<file path="src/pkg/usart_sync_pkg.sv">
package usart_sync_pkg;

  // register byte offsets on the apb bus
  localparam logic [7:0] OFF_INT_FLAGS   = 8'h00;
  localparam logic [7:0] OFF_INT_ENABLES = 8'h04;
  localparam logic [7:0] OFF_INT_PRIOS   = 8'h08;
  localparam logic [7:0] OFF_RX_STATUS   = 8'h0c;
  localparam logic [7:0] OFF_RX_BUFFER   = 8'h10;
  localparam logic [7:0] OFF_TX_STATUS   = 8'h14;
  localparam logic [7:0] OFF_BAUD_CTRL   = 8'h18;
  localparam logic [7:0] OFF_DIV_HIGH    = 8'h1c;
  localparam logic [7:0] OFF_DIV_LOW     = 8'h20;
  localparam logic [7:0] OFF_TX_BUFFER   = 8'h24;

  // interrupt flag and enable bit positions
  localparam int BIT_RX_EVENT = 5;
  localparam int BIT_TX_EVENT = 4;

  // receive status and control bit positions
  localparam int BIT_PORT_EN   = 7;
  localparam int BIT_RX9_SEL   = 6;
  localparam int BIT_SINGLE_RX = 5;
  localparam int BIT_CONT_RX   = 4;
  localparam int BIT_ADDR_DET  = 3;
  localparam int BIT_FRAME_ERR = 2;
  localparam int BIT_OVERRUN   = 1;
  localparam int BIT_RX_NINTH  = 0;

  // transmit status and control bit positions
  localparam int BIT_MASTER    = 7;
  localparam int BIT_TX9_SEL   = 6;
  localparam int BIT_TX_EN     = 5;
  localparam int BIT_SYNC_MODE = 4;
  localparam int BIT_SEND_BRK  = 3;
  localparam int BIT_HIGH_RATE = 2;
  localparam int BIT_TSR_EMPTY = 1;
  localparam int BIT_TX_NINTH  = 0;

  // baud control bit positions
  localparam int BIT_CLK_POL  = 4;
  localparam int BIT_WIDE_DIV = 3;

  // reset values of the stored registers
  localparam logic [7:0] RST_BYTE    = 8'h00;
  localparam logic [15:0] RST_DIV    = 16'h0000;

  // last bit index of an 8-bit and a 9-bit word
  localparam logic [3:0] LAST_BIT_8 = 4'h7;
  localparam logic [3:0] LAST_BIT_9 = 4'h8;

  // engine states
  typedef enum logic [2:0] {
    ST_IDLE = 3'b001,
    ST_TX   = 3'b010,
    ST_RX   = 3'b100
  } engine_state_t;

endpackage

</file>
<file path="src/rtl/usart_sync_serial.sv">
// Decided for this implementation: the APB interface to the registers and the register addresses.
`timescale 1ns/1ps
// What this block does
// - reception starts only after a receive enable
// - data sampled on shift clock falling edge
// - single enable receives one word, stops
// - continuous enable receives until cleared
// - both enables set means continuous reception
// - completed word sets flag, irq if enabled
// - clearing continuous enable clears receive errors
// - clock source cleared means external shift clock
// - slave mode works during low power
// - second queued word waits, empty flag clear
// - second word loaded, then empty flag set
// - buffer empty event raises wake interrupt
// - slave ignores single enable, else like master
// - continuous receive works in low power
// - word received in low power interrupts
// - transmit buffer write starts transmission
// - master mode drives shift clock on pin
// - empty flag clears only by buffer write
// - shift register empty bit reads one when idle
module usart_sync_serial (
  // clock and reset
  input  wire logic        CLOCK,
  input  wire logic        RST,
  // apb slave
  input  wire logic        PSEL,
  input  wire logic        PENABLE,
  input  wire logic        PWRITE,
  input  wire logic [7:0]  PADDR,
  input  wire logic [31:0] PWDATA,
  output logic      [31:0] PRDATA,
  output logic             PREADY,
  output logic             PSLVERR,
  // shift clock pin
  input  wire logic        SHIFT_CLOCK_PIN_IN,
  output logic             SHIFT_CLOCK_PIN_OUT,
  output logic             SHIFT_CLOCK_PIN_OE,
  // data pin, two-way in clocked mode
  input  wire logic        RECEIVE_DATA_PIN_IN,
  output logic             RECEIVE_DATA_PIN_OUT,
  output logic             RECEIVE_DATA_PIN_OE,
  // interrupt request
  output logic             IRQ
);

  // stored control bits
  logic        serial_port_enable;         // port on
  logic        nine_bit_receive_select;    // 9-bit receive
  logic        single_receive_enable;      // one word then stop
  logic        continuous_receive_enable;  // receive until cleared
  logic        addr_detect;                // stored only
  logic        overrun_error_flag;         // word lost
  logic        receive_ninth_bit;          // ninth bit of last word
  logic        clock_source_master_select; // master drives clock
  logic        nine_bit_transmit_select;   // 9-bit transmit
  logic        transmitter_enable;         // transmit on
  logic        sync_mode;                  // clocked mode
  logic        send_break;                 // stored only
  logic        high_rate;                  // stored only
  logic        transmit_ninth_bit;         // ninth bit to send
  logic [7:0]  baud_control;               // polarity and width
  logic [7:0]  divisor_high;               // upper divisor byte
  logic [7:0]  divisor_low;                // lower divisor byte
  logic [7:0]  interrupt_enables;          // enable bits
  logic [7:0]  interrupt_priorities;       // stored only
  // data path
  logic [7:0]  receive_buffer;             // last received byte
  logic        receive_complete_flag;      // buffer holds word
  logic [7:0]  transmit_buffer;            // queued byte
  logic        tx_full;                    // transmit buffer loaded
  logic [8:0]  transmit_shift_register;    // outgoing bits
  logic [8:0]  receive_shift_register;     // incoming bits
  logic [3:0]  bit_cnt;                    // bits done in word
  usart_sync_pkg::engine_state_t state;    // engine state
  // master clock generator
  logic [15:0] div_cnt;                    // half period counter
  logic        ck_lvl;                     // logical clock level
  // pin synchronisers
  logic        ck_s1, ck_s2, ck_s3;        // clock pin stages
  logic        dt_s1, dt_s2;               // data pin stages

  // decoded helpers
  logic        port_on;      // port enabled in clocked mode
  logic        rx_on;        // receive requested
  logic        pol;          // clock idle polarity
  logic [15:0] divisor;      // effective divisor
  logic        tick;         // half period elapsed
  logic        fall;         // shift clock falling edge
  logic [3:0]  last_bit;     // index of last receive bit
  logic [3:0]  last_tx_bit;  // index of last transmit bit
  logic [8:0]  next_rsr;     // shift register after sample
  logic        word_done;    // received word complete
  logic [7:0]  word_data;    // received data byte
  logic        word_ninth;   // received ninth bit
  logic        tx_load;      // buffer moves into shift register
  logic        access;       // apb access completes
  logic        wr_en;        // completing write
  logic        rd_en;        // completing read
  logic        mapped;       // address decodes
  logic [7:0]  rd_byte;      // read mux
  logic        wr_flags, wr_ien, wr_prio, wr_rxs;
  logic        wr_txs, wr_baud, wr_divh, wr_divl, wr_txb;
  logic        rd_rxb;

  // mode decode
  always_comb begin
    port_on  = serial_port_enable & sync_mode;
    // continuous wins, single only in master mode
    rx_on    = port_on & (continuous_receive_enable |
               (single_receive_enable & clock_source_master_select));
    pol      = baud_control[usart_sync_pkg::BIT_CLK_POL];
    divisor  = baud_control[usart_sync_pkg::BIT_WIDE_DIV] ?
               {divisor_high, divisor_low} : {8'h00, divisor_low};
    last_bit = nine_bit_receive_select ? usart_sync_pkg::LAST_BIT_9 :
               usart_sync_pkg::LAST_BIT_8;
    last_tx_bit = nine_bit_transmit_select ? usart_sync_pkg::LAST_BIT_9 :
                  usart_sync_pkg::LAST_BIT_8;
  end

  // edge selection: own clock in master, pin clock in slave
  always_comb begin
    tick = clock_source_master_select && (state != usart_sync_pkg::ST_IDLE)
           && (div_cnt == divisor);
    if (clock_source_master_select) begin
      fall = tick & ck_lvl;
    end else begin // external clock
      fall = ((ck_s3 ^ pol) & ~(ck_s2 ^ pol));
    end
  end

  // received word assembly, lsb first
  always_comb begin
    next_rsr  = {dt_s2, receive_shift_register[8:1]};
    word_done = (state == usart_sync_pkg::ST_RX) && rx_on && fall &&
                (bit_cnt == last_bit);
    if (nine_bit_receive_select) begin
      word_data  = next_rsr[7:0];
      word_ninth = next_rsr[8];
    end else begin
      word_data  = next_rsr[8:1];
      word_ninth = 1'b0;
    end
  end

  // buffer to shift register transfer
  always_comb begin
    tx_load = 1'b0;
    if (port_on && transmitter_enable && !rx_on && tx_full) begin
      if (state == usart_sync_pkg::ST_IDLE) begin
        tx_load = 1'b1;
      end else if (state == usart_sync_pkg::ST_TX && fall &&
                   bit_cnt == last_tx_bit) begin
        tx_load = 1'b1;
      end
    end
  end

  // apb strobes and address decode
  always_comb begin
    access   = PSEL & PENABLE & PREADY;
    wr_en    = access & PWRITE;
    rd_en    = access & ~PWRITE;
    wr_flags = 1'b0;
    wr_ien   = 1'b0;
    wr_prio  = 1'b0;
    wr_rxs   = 1'b0;
    wr_txs   = 1'b0;
    wr_baud  = 1'b0;
    wr_divh  = 1'b0;
    wr_divl  = 1'b0;
    wr_txb   = 1'b0;
    rd_rxb   = 1'b0;
    mapped   = 1'b1;
    rd_byte  = 8'h00;
    if (PADDR == usart_sync_pkg::OFF_INT_FLAGS) begin
      wr_flags = wr_en;
      rd_byte[usart_sync_pkg::BIT_RX_EVENT] = receive_complete_flag;
      rd_byte[usart_sync_pkg::BIT_TX_EVENT] = ~tx_full;
    end else if (PADDR == usart_sync_pkg::OFF_INT_ENABLES) begin
      wr_ien  = wr_en;
      rd_byte = interrupt_enables;
    end else if (PADDR == usart_sync_pkg::OFF_INT_PRIOS) begin
      wr_prio = wr_en;
      rd_byte = interrupt_priorities;
    end else if (PADDR == usart_sync_pkg::OFF_RX_STATUS) begin
      wr_rxs  = wr_en;
      rd_byte = {serial_port_enable, nine_bit_receive_select,
                 single_receive_enable, continuous_receive_enable,
                 addr_detect, 1'b0, overrun_error_flag,
                 receive_ninth_bit};
    end else if (PADDR == usart_sync_pkg::OFF_RX_BUFFER) begin
      rd_rxb  = rd_en;
      rd_byte = receive_buffer;
    end else if (PADDR == usart_sync_pkg::OFF_TX_STATUS) begin
      wr_txs  = wr_en;
      rd_byte = {clock_source_master_select, nine_bit_transmit_select,
                 transmitter_enable, sync_mode, send_break, high_rate,
                 ~(state == usart_sync_pkg::ST_TX),
                 transmit_ninth_bit};
    end else if (PADDR == usart_sync_pkg::OFF_BAUD_CTRL) begin
      wr_baud = wr_en;
      rd_byte = baud_control;
    end else if (PADDR == usart_sync_pkg::OFF_DIV_HIGH) begin
      wr_divh = wr_en;
      rd_byte = divisor_high;
    end else if (PADDR == usart_sync_pkg::OFF_DIV_LOW) begin
      wr_divl = wr_en;
      rd_byte = divisor_low;
    end else if (PADDR == usart_sync_pkg::OFF_TX_BUFFER) begin
      wr_txb  = wr_en;
      rd_byte = transmit_buffer;
    end else begin
      mapped  = 1'b0;
    end
  end

  // apb answer, one wait state
  always_ff @(posedge CLOCK) begin
    if (RST) begin
      PREADY  <= 1'b0;
      PRDATA  <= 32'h0000_0000;
      PSLVERR <= 1'b0;
    end else begin
      PREADY  <= PSEL & PENABLE & ~PREADY;
      PSLVERR <= PSEL & PENABLE & ~PREADY & ~mapped;
      if (PSEL && PENABLE && !PREADY && !PWRITE) begin
        PRDATA <= {24'h00_0000, rd_byte};
      end
    end
  end

  // pin synchronisers, three stages for the clock pin, two for the data pin
  always_ff @(posedge CLOCK) begin
    if (RST) begin
      ck_s1 <= 1'b0;
      ck_s2 <= 1'b0;
      ck_s3 <= 1'b0;
      dt_s1 <= 1'b0;
      dt_s2 <= 1'b0;
    end else begin
      ck_s1 <= SHIFT_CLOCK_PIN_IN;
      ck_s2 <= ck_s1;
      ck_s3 <= ck_s2;
      dt_s1 <= RECEIVE_DATA_PIN_IN;
      dt_s2 <= dt_s1;
    end
  end

  // receive status and control, hardware clears single enable
  always_ff @(posedge CLOCK) begin
    if (RST) begin
      serial_port_enable        <= 1'b0;
      nine_bit_receive_select   <= 1'b0;
      single_receive_enable     <= 1'b0;
      continuous_receive_enable <= 1'b0;
      addr_detect               <= 1'b0;
      overrun_error_flag        <= 1'b0;
    end else begin
      if (wr_rxs) begin
        serial_port_enable        <= PWDATA[usart_sync_pkg::BIT_PORT_EN];
        nine_bit_receive_select   <= PWDATA[usart_sync_pkg::BIT_RX9_SEL];
        single_receive_enable     <= PWDATA[usart_sync_pkg::BIT_SINGLE_RX];
        continuous_receive_enable <= PWDATA[usart_sync_pkg::BIT_CONT_RX];
        addr_detect               <= PWDATA[usart_sync_pkg::BIT_ADDR_DET];
      end else if (word_done && !continuous_receive_enable) begin
        single_receive_enable <= 1'b0; // one word only
      end
      // overrun set wins over the clear
      if (word_done && receive_complete_flag && !rd_rxb) begin
        overrun_error_flag <= 1'b1;
      end else if (wr_rxs && !PWDATA[usart_sync_pkg::BIT_CONT_RX]) begin
        overrun_error_flag <= 1'b0;
      end
    end
  end

  // transmit control, baud and enable registers
  always_ff @(posedge CLOCK) begin
    if (RST) begin
      clock_source_master_select <= 1'b0;
      nine_bit_transmit_select   <= 1'b0;
      transmitter_enable         <= 1'b0;
      sync_mode                  <= 1'b0;
      send_break                 <= 1'b0;
      high_rate                  <= 1'b0;
      transmit_ninth_bit         <= 1'b0;
      baud_control               <= usart_sync_pkg::RST_BYTE;
      divisor_high               <= usart_sync_pkg::RST_DIV[15:8];
      divisor_low                <= usart_sync_pkg::RST_DIV[7:0];
      interrupt_enables          <= usart_sync_pkg::RST_BYTE;
      interrupt_priorities       <= usart_sync_pkg::RST_BYTE;
    end else begin
      if (wr_txs) begin
        clock_source_master_select <= PWDATA[usart_sync_pkg::BIT_MASTER];
        nine_bit_transmit_select   <= PWDATA[usart_sync_pkg::BIT_TX9_SEL];
        transmitter_enable         <= PWDATA[usart_sync_pkg::BIT_TX_EN];
        sync_mode                  <= PWDATA[usart_sync_pkg::BIT_SYNC_MODE];
        send_break                 <= PWDATA[usart_sync_pkg::BIT_SEND_BRK];
        high_rate                  <= PWDATA[usart_sync_pkg::BIT_HIGH_RATE];
        transmit_ninth_bit         <= PWDATA[usart_sync_pkg::BIT_TX_NINTH];
      end
      if (wr_baud) begin
        baud_control <= PWDATA[7:0];
      end
      if (wr_divh) begin
        divisor_high <= PWDATA[7:0];
      end
      if (wr_divl) begin
        divisor_low <= PWDATA[7:0];
      end
      if (wr_ien) begin
        interrupt_enables <= PWDATA[7:0];
      end
      if (wr_prio) begin
        interrupt_priorities <= PWDATA[7:0];
      end
    end
  end

  // receive buffer and completion flag, set wins over read clear
  always_ff @(posedge CLOCK) begin
    if (RST) begin
      receive_buffer        <= 8'h00;
      receive_ninth_bit     <= 1'b0;
      receive_complete_flag <= 1'b0;
    end else begin
      if (word_done && (!receive_complete_flag || rd_rxb)) begin
        receive_buffer        <= word_data;
        receive_ninth_bit     <= word_ninth;
        receive_complete_flag <= 1'b1;
      end else if (rd_rxb) begin
        receive_complete_flag <= 1'b0;
      end
    end
  end

  // transmit buffer, emptiness is the buffer-empty flag
  always_ff @(posedge CLOCK) begin
    if (RST) begin
      transmit_buffer <= 8'h00;
      tx_full         <= 1'b0;
    end else begin
      if (wr_txb) begin
        transmit_buffer <= PWDATA[7:0];
        tx_full         <= 1'b1; // only a write clears the flag
      end else if (tx_load) begin
        tx_full <= 1'b0; // second word waits until now
      end
    end
  end

  // master shift clock generator
  always_ff @(posedge CLOCK) begin
    if (RST) begin
      div_cnt <= 16'h0000;
      ck_lvl  <= 1'b0;
    end else if (!clock_source_master_select ||
                 state == usart_sync_pkg::ST_IDLE) begin
      div_cnt <= 16'h0000;
      ck_lvl  <= 1'b0;
    end else if (tick) begin
      div_cnt <= 16'h0000;
      ck_lvl  <= ~ck_lvl;
    end else begin
      div_cnt <= div_cnt + 16'h0001;
    end
  end

  // shift engine, receive overrides transmit
  always_ff @(posedge CLOCK) begin
    if (RST || !port_on) begin
      state                   <= usart_sync_pkg::ST_IDLE;
      bit_cnt                 <= 4'h0;
      transmit_shift_register <= 9'h000;
      receive_shift_register  <= 9'h000;
    end else begin
      case (state)
        usart_sync_pkg::ST_IDLE: begin
          bit_cnt <= 4'h0;
          if (rx_on) begin
            state <= usart_sync_pkg::ST_RX;
          end else if (tx_load) begin
            transmit_shift_register <= {transmit_ninth_bit,
                                        transmit_buffer};
            state <= usart_sync_pkg::ST_TX;
          end
        end
        usart_sync_pkg::ST_RX: begin
          if (!rx_on) begin
            state <= usart_sync_pkg::ST_IDLE; // enable cleared
          end else if (fall) begin
            receive_shift_register <= next_rsr;
            if (bit_cnt == last_bit) begin
              bit_cnt <= 4'h0; // next word back to back
            end else begin
              bit_cnt <= bit_cnt + 4'h1;
            end
          end
        end
        usart_sync_pkg::ST_TX: begin
          if (rx_on || !transmitter_enable) begin
            state <= usart_sync_pkg::ST_IDLE;
          end else if (fall) begin
            if (bit_cnt == last_tx_bit) begin
              bit_cnt <= 4'h0;
              if (tx_load) begin
                transmit_shift_register <= {transmit_ninth_bit,
                                            transmit_buffer};
              end else begin
                state <= usart_sync_pkg::ST_IDLE;
              end
            end else begin
              transmit_shift_register <= {1'b0,
                                          transmit_shift_register[8:1]};
              bit_cnt <= bit_cnt + 4'h1;
            end
          end
        end
        default: begin
          state <= usart_sync_pkg::ST_IDLE;
        end
      endcase
    end
  end

  // registered pin drivers
  always_ff @(posedge CLOCK) begin
    if (RST) begin
      SHIFT_CLOCK_PIN_OUT  <= 1'b0;
      SHIFT_CLOCK_PIN_OE   <= 1'b0;
      RECEIVE_DATA_PIN_OUT <= 1'b0;
      RECEIVE_DATA_PIN_OE  <= 1'b0;
    end else begin
      SHIFT_CLOCK_PIN_OUT  <= ck_lvl ^ pol;
      SHIFT_CLOCK_PIN_OE   <= port_on & clock_source_master_select;
      RECEIVE_DATA_PIN_OUT <= transmit_shift_register[0];
      RECEIVE_DATA_PIN_OE  <= (state == usart_sync_pkg::ST_TX);
    end
  end

  // interrupt request, works with no activity on the bus
  always_ff @(posedge CLOCK) begin
    if (RST) begin
      IRQ <= 1'b0;
    end else begin
      IRQ <= (receive_complete_flag &
              interrupt_enables[usart_sync_pkg::BIT_RX_EVENT]) |
             (~tx_full & interrupt_enables[usart_sync_pkg::BIT_TX_EVENT]);
    end
  end

endmodule // usart_sync_serial

</file>
<file path="config.mk">
export PLATFORM = sky130hd
export DESIGN_NAME = usart_sync_serial
export DESIGN_NICKNAME = d
export VERILOG_FILES = /design/src/pkg/usart_sync_pkg.sv /design/src/rtl/usart_sync_serial.sv
export SDC_FILE = /design/constraint.sdc
export NUM_CORES = 1
export LEC_CHECK = 0
export ABC_AREA = 1
export ABC_CLOCK_PERIOD_IN_PS = 2110
export BUFFER_PORTS_ARGS = -buffer_cell sky130_fd_sc_hd__buf_2
export CAP_MARGIN = 20
export CORE_MARGIN = 5
export CORE_UTILIZATION = 45
export CTS_CLUSTER_SIZE = 25
export DETAILED_ROUTE_END_ITERATION = 16
export HOLD_SLACK_MARGIN = 0.02
export PLACE_DENSITY_LB_ADDON = 0.08
export SLEW_MARGIN = 20
export SYNTH_ARGS = -nofsm -noshare
export SYNTH_HDL_FRONTEND = slang
export SYNTH_SLANG_ARGS = --single-unit
</file>
<file path="constraint.sdc">
create_clock -name CLOCK -period 2.11 [get_ports CLOCK]
set_input_delay 0.633 -clock CLOCK [delete_from_list [all_inputs] [get_ports CLOCK]]
set_output_delay 0.633 -clock CLOCK [all_outputs]
set_load 0.01 [all_outputs]
</file>
# Word-level counts from Yosys, hierarchy flattened
# Index checks and enable logic that the tools add are counted.
[classes]
n_addsub = 2
mul = 0
n_div = 0
order_cmp = 0
n_eq_ne = 26
n_shift = 0
n_mux = 114
n_bitwise = 26
n_reduce_logical = 45
[op_table]
columns = ["operator", "n"]
rows = [
  ["$mux W8", 10],
  ["$mux W1", 77],
  ["$mux W9", 5],
  ["$mux W4", 9],
  ["$eq A8 B5 Y1 const B", 4],
  ["$mux W3", 7],
  ["$logic_and A1 B1 Y1", 18],
  ["$pmux W9 S2", 1],
  ["$add A16 B1 Y16 const B", 1],
  ["$eq A16 B16 Y1", 1],
  ["$eq A8 B4 Y1 const B", 2],
  ["$eq A8 B6 Y1 const B", 2],
  ["$mux W16", 1],
  ["$and A1 B1 Y1", 14],
  ["$ne A2 B2 Y1 const B", 6],
  ["$ne A3 B3 Y1 const B", 4],
  ["$pmux W4 S3", 1],
  ["$logic_not A1 Y1", 10],
  ["$reduce_and A5 Y1", 2],
  ["$reduce_bool A2 Y1", 5],
  ["$pmux W3 S3", 1],
  ["$eq A4 B4 Y1", 2],
  ["$eq A8 B3 Y1 const B", 1],
  ["$logic_not A8 Y1", 1],
  ["other kinds (15)", 28],
]
[totals]
ff_bits = 134
latchBits = 0
mem_bits_rw = 0
rom_bits = 0
input_bits = 47
out_inout_bits = 39
wordCells = 255
memories = 0

# Depth between registers and ports, before layout
[depth]
depth_word = 15
depth_mapped = 17
ltp_nobuf = 16

# Worst setup path before layout
# Ideal clock, no wire load.
[synth_path]
kind = "input to register"
start = "in PADDR[5]"
end = "reg transmitter_enable"
setup_time_ps = 120
arrival_ps = 1852
t_required_ps = 1990
setup_slack_ps = 138
cell_stages = 12
path_buffers = 1
cell_sequence = "inv_1 > nand3_2 > nor2_2 > inv_2 > nand3_2 > nor3_1 > nand2_1 > inv_2 > nand2_2 > buf_4 > o21ai_0 > a21oi_1"
[synth_between]
elab_chain_len = 7
word_cells_on_any_way = 12
cone_classes = "5 x eq/ne; 6 x mux; 1 x reduce/logical"
[synth_lines]
columns = ["item", "line", "source"]
rows = [
  ["start, declared", "usart_sync_serial.sv:31", "input wire logic [7:0] PADDR,"],
  ["$eq A8 B5 Y1", "usart_sync_serial.sv:196", "end else if (PADDR == usart_sync_pkg::OFF_TX_STATUS) begin"],
  ["$mux W1", "usart_sync_serial.sv:196", ""],
  ["$mux W1", "usart_sync_serial.sv:193", "end else if (PADDR == usart_sync_pkg::OFF_RX_BUFFER) begin"],
  ["$mux W1", "usart_sync_serial.sv:187", "end else if (PADDR == usart_sync_pkg::OFF_RX_STATUS) begin"],
  ["$mux W1", "usart_sync_serial.sv:184", "end else if (PADDR == usart_sync_pkg::OFF_INT_PRIOS) begin"],
  ["$mux W1", "usart_sync_serial.sv:181", "end else if (PADDR == usart_sync_pkg::OFF_INT_ENABLES) begin"],
  ["$mux W1 *", "usart_sync_serial.sv:177", "if (PADDR == usart_sync_pkg::OFF_INT_FLAGS) begin"],
  ["end signal, assigned", "usart_sync_serial.sv:298", "transmitter_enable <= PWDATA[usart_sync_pkg::BIT_TX_EN];"],
  ["end, declared", "usart_sync_serial.sv:58", "logic transmitter_enable;"],
]
# Mark *: on every way between the ends. The rest lies on a longest branch, timed or not.
# A chain may end at the register's enable or synchronous reset.

# Final worst setup path
[layout_path]
start = "reg baud_control[3]"
end = "reg overrun_error_flag"
[layout_between]
elab_chain_len = 10
word_cells_on_any_way = 11
cone_classes = "1 x eq/ne; 3 x mux; 1 x bitwise; 6 x reduce/logical"
[layout_lines]
columns = ["item", "line", "source"]
rows = [
  ["start, declared", "usart_sync_serial.sv:63", "logic [7:0] baud_control;"],
  ["start signal, assigned", "usart_sync_serial.sv:289", "baud_control <= usart_sync_pkg::RST_BYTE;"],
  ["start signal, assigned", "usart_sync_serial.sv:305", "baud_control <= PWDATA[7:0];"],
  ["$mux W16 *", "usart_sync_serial.sv:114", "divisor = baud_control[usart_sync_pkg::BIT_WIDE_DIV] ?"],
  ["$eq A16 B16 Y1 *", "usart_sync_serial.sv:125", "&& (div_cnt == divisor);"],
  ["$logic_and A1 B1 Y1 *", "usart_sync_serial.sv:125", ""],
  ["$and A1 B1 Y1 *", "usart_sync_serial.sv:127", "fall = tick & ck_lvl;"],
  ["$mux W1 *", "usart_sync_serial.sv:126", "if (clock_source_master_select) begin"],
  ["$logic_and A1 B1 Y1 * (2 in a row)", "usart_sync_serial.sv:136", "word_done = (state == usart_sync_pkg::ST_RX) && rx_on && fall &&"],
  ["$logic_and A1 B1 Y1 * (2 in a row)", "usart_sync_serial.sv:271", "if (word_done && receive_complete_flag && !rd_rxb) begin"],
  ["$mux W1 / $reduce_bool A2 Y1 (equally long branches)", "-", ""],
  ["end signal, assigned", "usart_sync_serial.sv:259", "overrun_error_flag <= 1'b0;"],
  ["end signal, assigned", "usart_sync_serial.sv:272", "overrun_error_flag <= 1'b1;"],
  ["end signal, assigned", "usart_sync_serial.sv:274", "overrun_error_flag <= 1'b0;"],
  ["end, declared", "usart_sync_serial.sv:54", "logic overrun_error_flag;"],
]
# Marks and branches as above.

==> results.sh <==
export IMPL_cp_endpoint="overrun_error_flag"
export IMPL_cts_sinks=133
export IMPL_first_pass_iters=4
export IMPL_clockBufferDepth=2
export IMPL_rsz0062_at_grt="true"
export IMPL_hold_viol=0
export IMPL_hold_class="reg -> reg"
export IMPL_regToRegStartpoint="baud_control[3]"
export IMPL_crit_path_end_kind="flop"
export IMPL_ys_async_sr_fraction=0
export IMPL_irDropWorstVdd_mv=0.5705
export IMPL_required_ps=2470
export IMPL_power_per_cell_area_nw_per_um2=714.5
export IMPL_synth_edf_count=0
export IMPL_setup_violations=1
export IMPL_gp_congestion=0.8965
export IMPL_wirelength_microns=18250
export IMPL_drcViolationCount=0
export IMPL_die_h_microns=132.7
export IMPL_ys_seq_area_frac=0.3928
export IMPL_r2r_cells=14
export IMPL_crit_cells=14
export IMPL_fin_nets=1096
export IMPL_synth_cells=958
export IMPL_vias=6226
export IMPL_ant_nets=0
export IMPL_syn_area_sq_um=6779
export IMPL_grt_max_degree=34
export IMPL_worstMarginPinSlew_ps=891.7
export IMPL_r2r_slack_ps=-0.3
export IMPL_synth_area_per_cell_sq_um=7.076
export IMPL_reg2reg_to="overrun_error_flag"
export IMPL_rows=44
export IMPL_seq_area_sq_um=2671
export IMPL_crit_slowest_cell="dfxtp_4"
export IMPL_timing_final_ws_setup_ps=-0.2953
export IMPL_fill_cells=1421
export IMPL_ys_warn_count=0
export IMPL_period_minus_slack_ps=2110
export IMPL_wire_per_inst_microns=14.67
export IMPL_ys_ff_latch=133
export IMPL_critical_path_max_fanout=7
export IMPL_slew_headroom=0.4027
export IMPL_die_area_sq_um=17620
export IMPL_cp_startpoint="baud_control[3]"
export IMPL_start_util=0.4629
export IMPL_grt_use_total=0.2067
export IMPL_die_w_microns=132.7
export IMPL_antenna_cells=0
export IMPL_place_port_buffers=37
export IMPL_cts_root_buf="clkbuf_16"
export IMPL_crit_chain="clkbuf_16, buf_4, nand3_2, nand2_2, nor2_2, nand2_2, nor2_4, nand3_4, nand2_4, nand2_4, nor2_4, buf_6, nand3_4, a21oi_2"
export IMPL_viasPerCell=5.005
export IMPL_p_leak_uw=0.003344
export IMPL_layout_drive_gt1_share=0.2443
export IMPL_clk_latency_ps=430
export IMPL_post_route_period_util=1.000
export IMPL_cp_buffers_inverters=3
export IMPL_multi_input_area_sq_um=3558
export IMPL_cts_buffers=17
export IMPL_maxCapViolCount=0
export IMPL_crit_path_start_kind="flop"
export IMPL_htreeDepth=4
export IMPL_criticalPathCategory="reg -> reg"
export IMPL_hold_buffers=0
export IMPL_pin_count=86
export IMPL_clk_pin_slew_ps=60
export IMPL_finalClockSkew_ps=8.991
export IMPL_violations="setup timing"
export IMPL_grt_overflow_total=0
export IMPL_cts_tree="built"
export IMPL_grt_pass1_vias=5629
export IMPL_area_growth_syn_to_layout_pct=22.96
export IMPL_crit_path_max_incr_delay_ps=370
export IMPL_coreArea_sq_um=14640
export IMPL_hpwl_microns=13240
export IMPL_drtIter0Drc=397
export IMPL_synth_cell_types=45
export IMPL_critical_path_top_delay_family="simple AND/OR/NAND/NOR gates"
export IMPL_setup_tns_ps=-0.2953
export IMPL_fin_hold_ws_ps=408.8
export IMPL_critical_path_arrival_ps=2470
export IMPL_synthFlopType="dfxtp_1"
export IMPL_grt_pass1_wl_microns=29360
export IMPL_outcome="complete, but fails checks"
export IMPL_slew_violations=0
export IMPL_fmax_mhz=473.9
export IMPL_antenna_found_initial=0
## worst reg2reg max path: cells and delay by family (launching register included)
family / cells / cell delay, ps
buf+inv: 3 / 450
simple gates: 10 / 1080
compound gates: 1 / 140
flops: 1 / 370
## area by class of cell
class / instances / share of cell area
Clock buffer: 19 / 0.05314
Clock inverter: 13 / 0.02462
Inverter: 127 / 0.05884
Multi-Input combinational cell: 669 / 0.4269
Sequential cell: 133 / 0.3205
Tap cell: 184 / 0.02762
Timing Repair Buffer: 98 / 0.08766
Timing Repair inverter: 1 / 0.0007505
## what timing repair did
item,4_1_cts,5_1_grt
hold endpoints to repair,0,0
setup endpoints to repair,0,49
gates resized for setup,0,63
buffers inserted,0,7
## cells by family after synthesis
group / after synthesis / synth area share
adder cells (fa/ha/maj): 2 / 0.003691
flip-flops: 133 / 0.3928
buffers and inverters: 181 / 0.1227
AO/OA/AOI/OAI: 239 / 0.1940
XOR/XNOR: 5 / 0.006460
AND/OR/NAND/NOR: 397 / 0.2798
other: 1 / 0.0005532
## layout by cell type (no fill, tap or decap), types with 3 or more instances in the layout
| cell | instances |
|---|---|
| a21oi_1 | 100 |
| a21oi_2 | 26 |
| buf_12 | 3 |
| buf_2 | 37 |
| buf_4 | 53 |
| bufinv_16 | 5 |
| clkbuf_16 | 19 |
| clkinv_2 | 3 |
| clkinvlp_4 | 4 |
| conb_1 | 24 |
| dfxtp_1 | 130 |
| inv_1 | 107 |
| inv_2 | 14 |
| inv_4 | 3 |
| nand2_1 | 175 |
| nand2_2 | 21 |
| nand2_4 | 7 |
| nand3_1 | 34 |
| nand3_2 | 15 |
| nand4_1 | 12 |
| nor2_1 | 85 |
| nor2_2 | 14 |
| nor2_4 | 5 |
| nor3_1 | 10 |
| nor3b_1 | 4 |
| o211ai_1 | 4 |
| o21ai_0 | 70 |
| o21ai_1 | 14 |
| o21ai_2 | 6 |
| o22ai_1 | 12 |
| xor2_1 | 4 |
## synthesized netlist by cell type, types with 3 or more instances
library cell / count / area (sq um)
nand2_1: 189 / 709.4
clkbuf_1: 15 / 56.30
inv_1: 108 / 405.4
nand3_1: 36 / 180.2
nor3_2: 3 / 30.03
buf_6: 5 / 56.30
nor3b_1: 4 / 30.03
o211ai_1: 4 / 30.03
o21ai_1: 13 / 65.06
nor2_4: 4 / 45.04
nand4_1: 12 / 75.07
dfxtp_1: 133 / 2663
a21oi_1: 107 / 535.5
inv_2: 17 / 63.81
a21oi_2: 20 / 175.2
nand2_2: 12 / 75.07
nand3_2: 14 / 140.1
xor2_1: 4 / 35.03
nor2_2: 11 / 68.82
o21ai_0: 76 / 380.4
o22ai_1: 12 / 75.07
buf_4: 29 / 217.7
nor3_1: 10 / 50.05
buf_2: 5 / 25.02
nor2_1: 88 / 330.3
## report_power, final
part | leakage (uW) | switching [uW] | internal (uW)
clock network | 0.000309 | 1140 | 2120
registers | 0.00107 | 2.41 | 2520
logic | 0.00196 | 129 | 51.1
total | 0.00334 | 1270 | 4690
## through the flow
step                worst slack [ps]  area [sq um]  instances  total power [uW]    util
CTS                            61.45          7989       1232              6004  0.5455
floorplan                      138.3          6865        981              2701       -
global route                  -137.3          8335       1244              6146  0.5692
finish                       -0.2953          8335       1244              5956  0.5692
global placement              -246.6          7341       1200              2749  0.5013
detailed placement            -282.2          7341       1200              2750  0.5013
## metal layers
| metal | share of wire | GRT usage | routed length (microns) |
|---|---|---|---|
| met3 | 0.044 | 0.04556 | 799 |
| met2 | 0.45 | 0.3151 | 8136 |
| met4 | 0.014 | 0.05658 | 254 |
| met1 | 0.50 | 0.2953 | 9061 |
| met5 | 0 | 0 | 0 |
## sequential cells by signal (all words and copies together), names as in the netlist, 3 cells and up
signal	flops
PRDATA	8
baud_control	8
bit_cnt	4
div_cnt	16
divisor_high	8
divisor_low	8
interrupt_enables	8
interrupt_priorities	8
receive_buffer	8
receive_shift_register	8
state	3
transmit_buffer	8
transmit_shift_register	9
## how the worst min path moves through the flow
stage,start,end,depth (start not counted)
final,dt_s1,dt_s2,2
after CTS,RECEIVE_DATA_PIN_IN,dt_s1,3
after global placement,dt_s1,dt_s2,2
after detailed placement,dt_s1,dt_s2,2
after floorplan,ck_s1,ck_s2,2
after global routing,SHIFT_CLOCK_PIN_IN,ck_s1,3
Power figures use the tool's default switching activity.
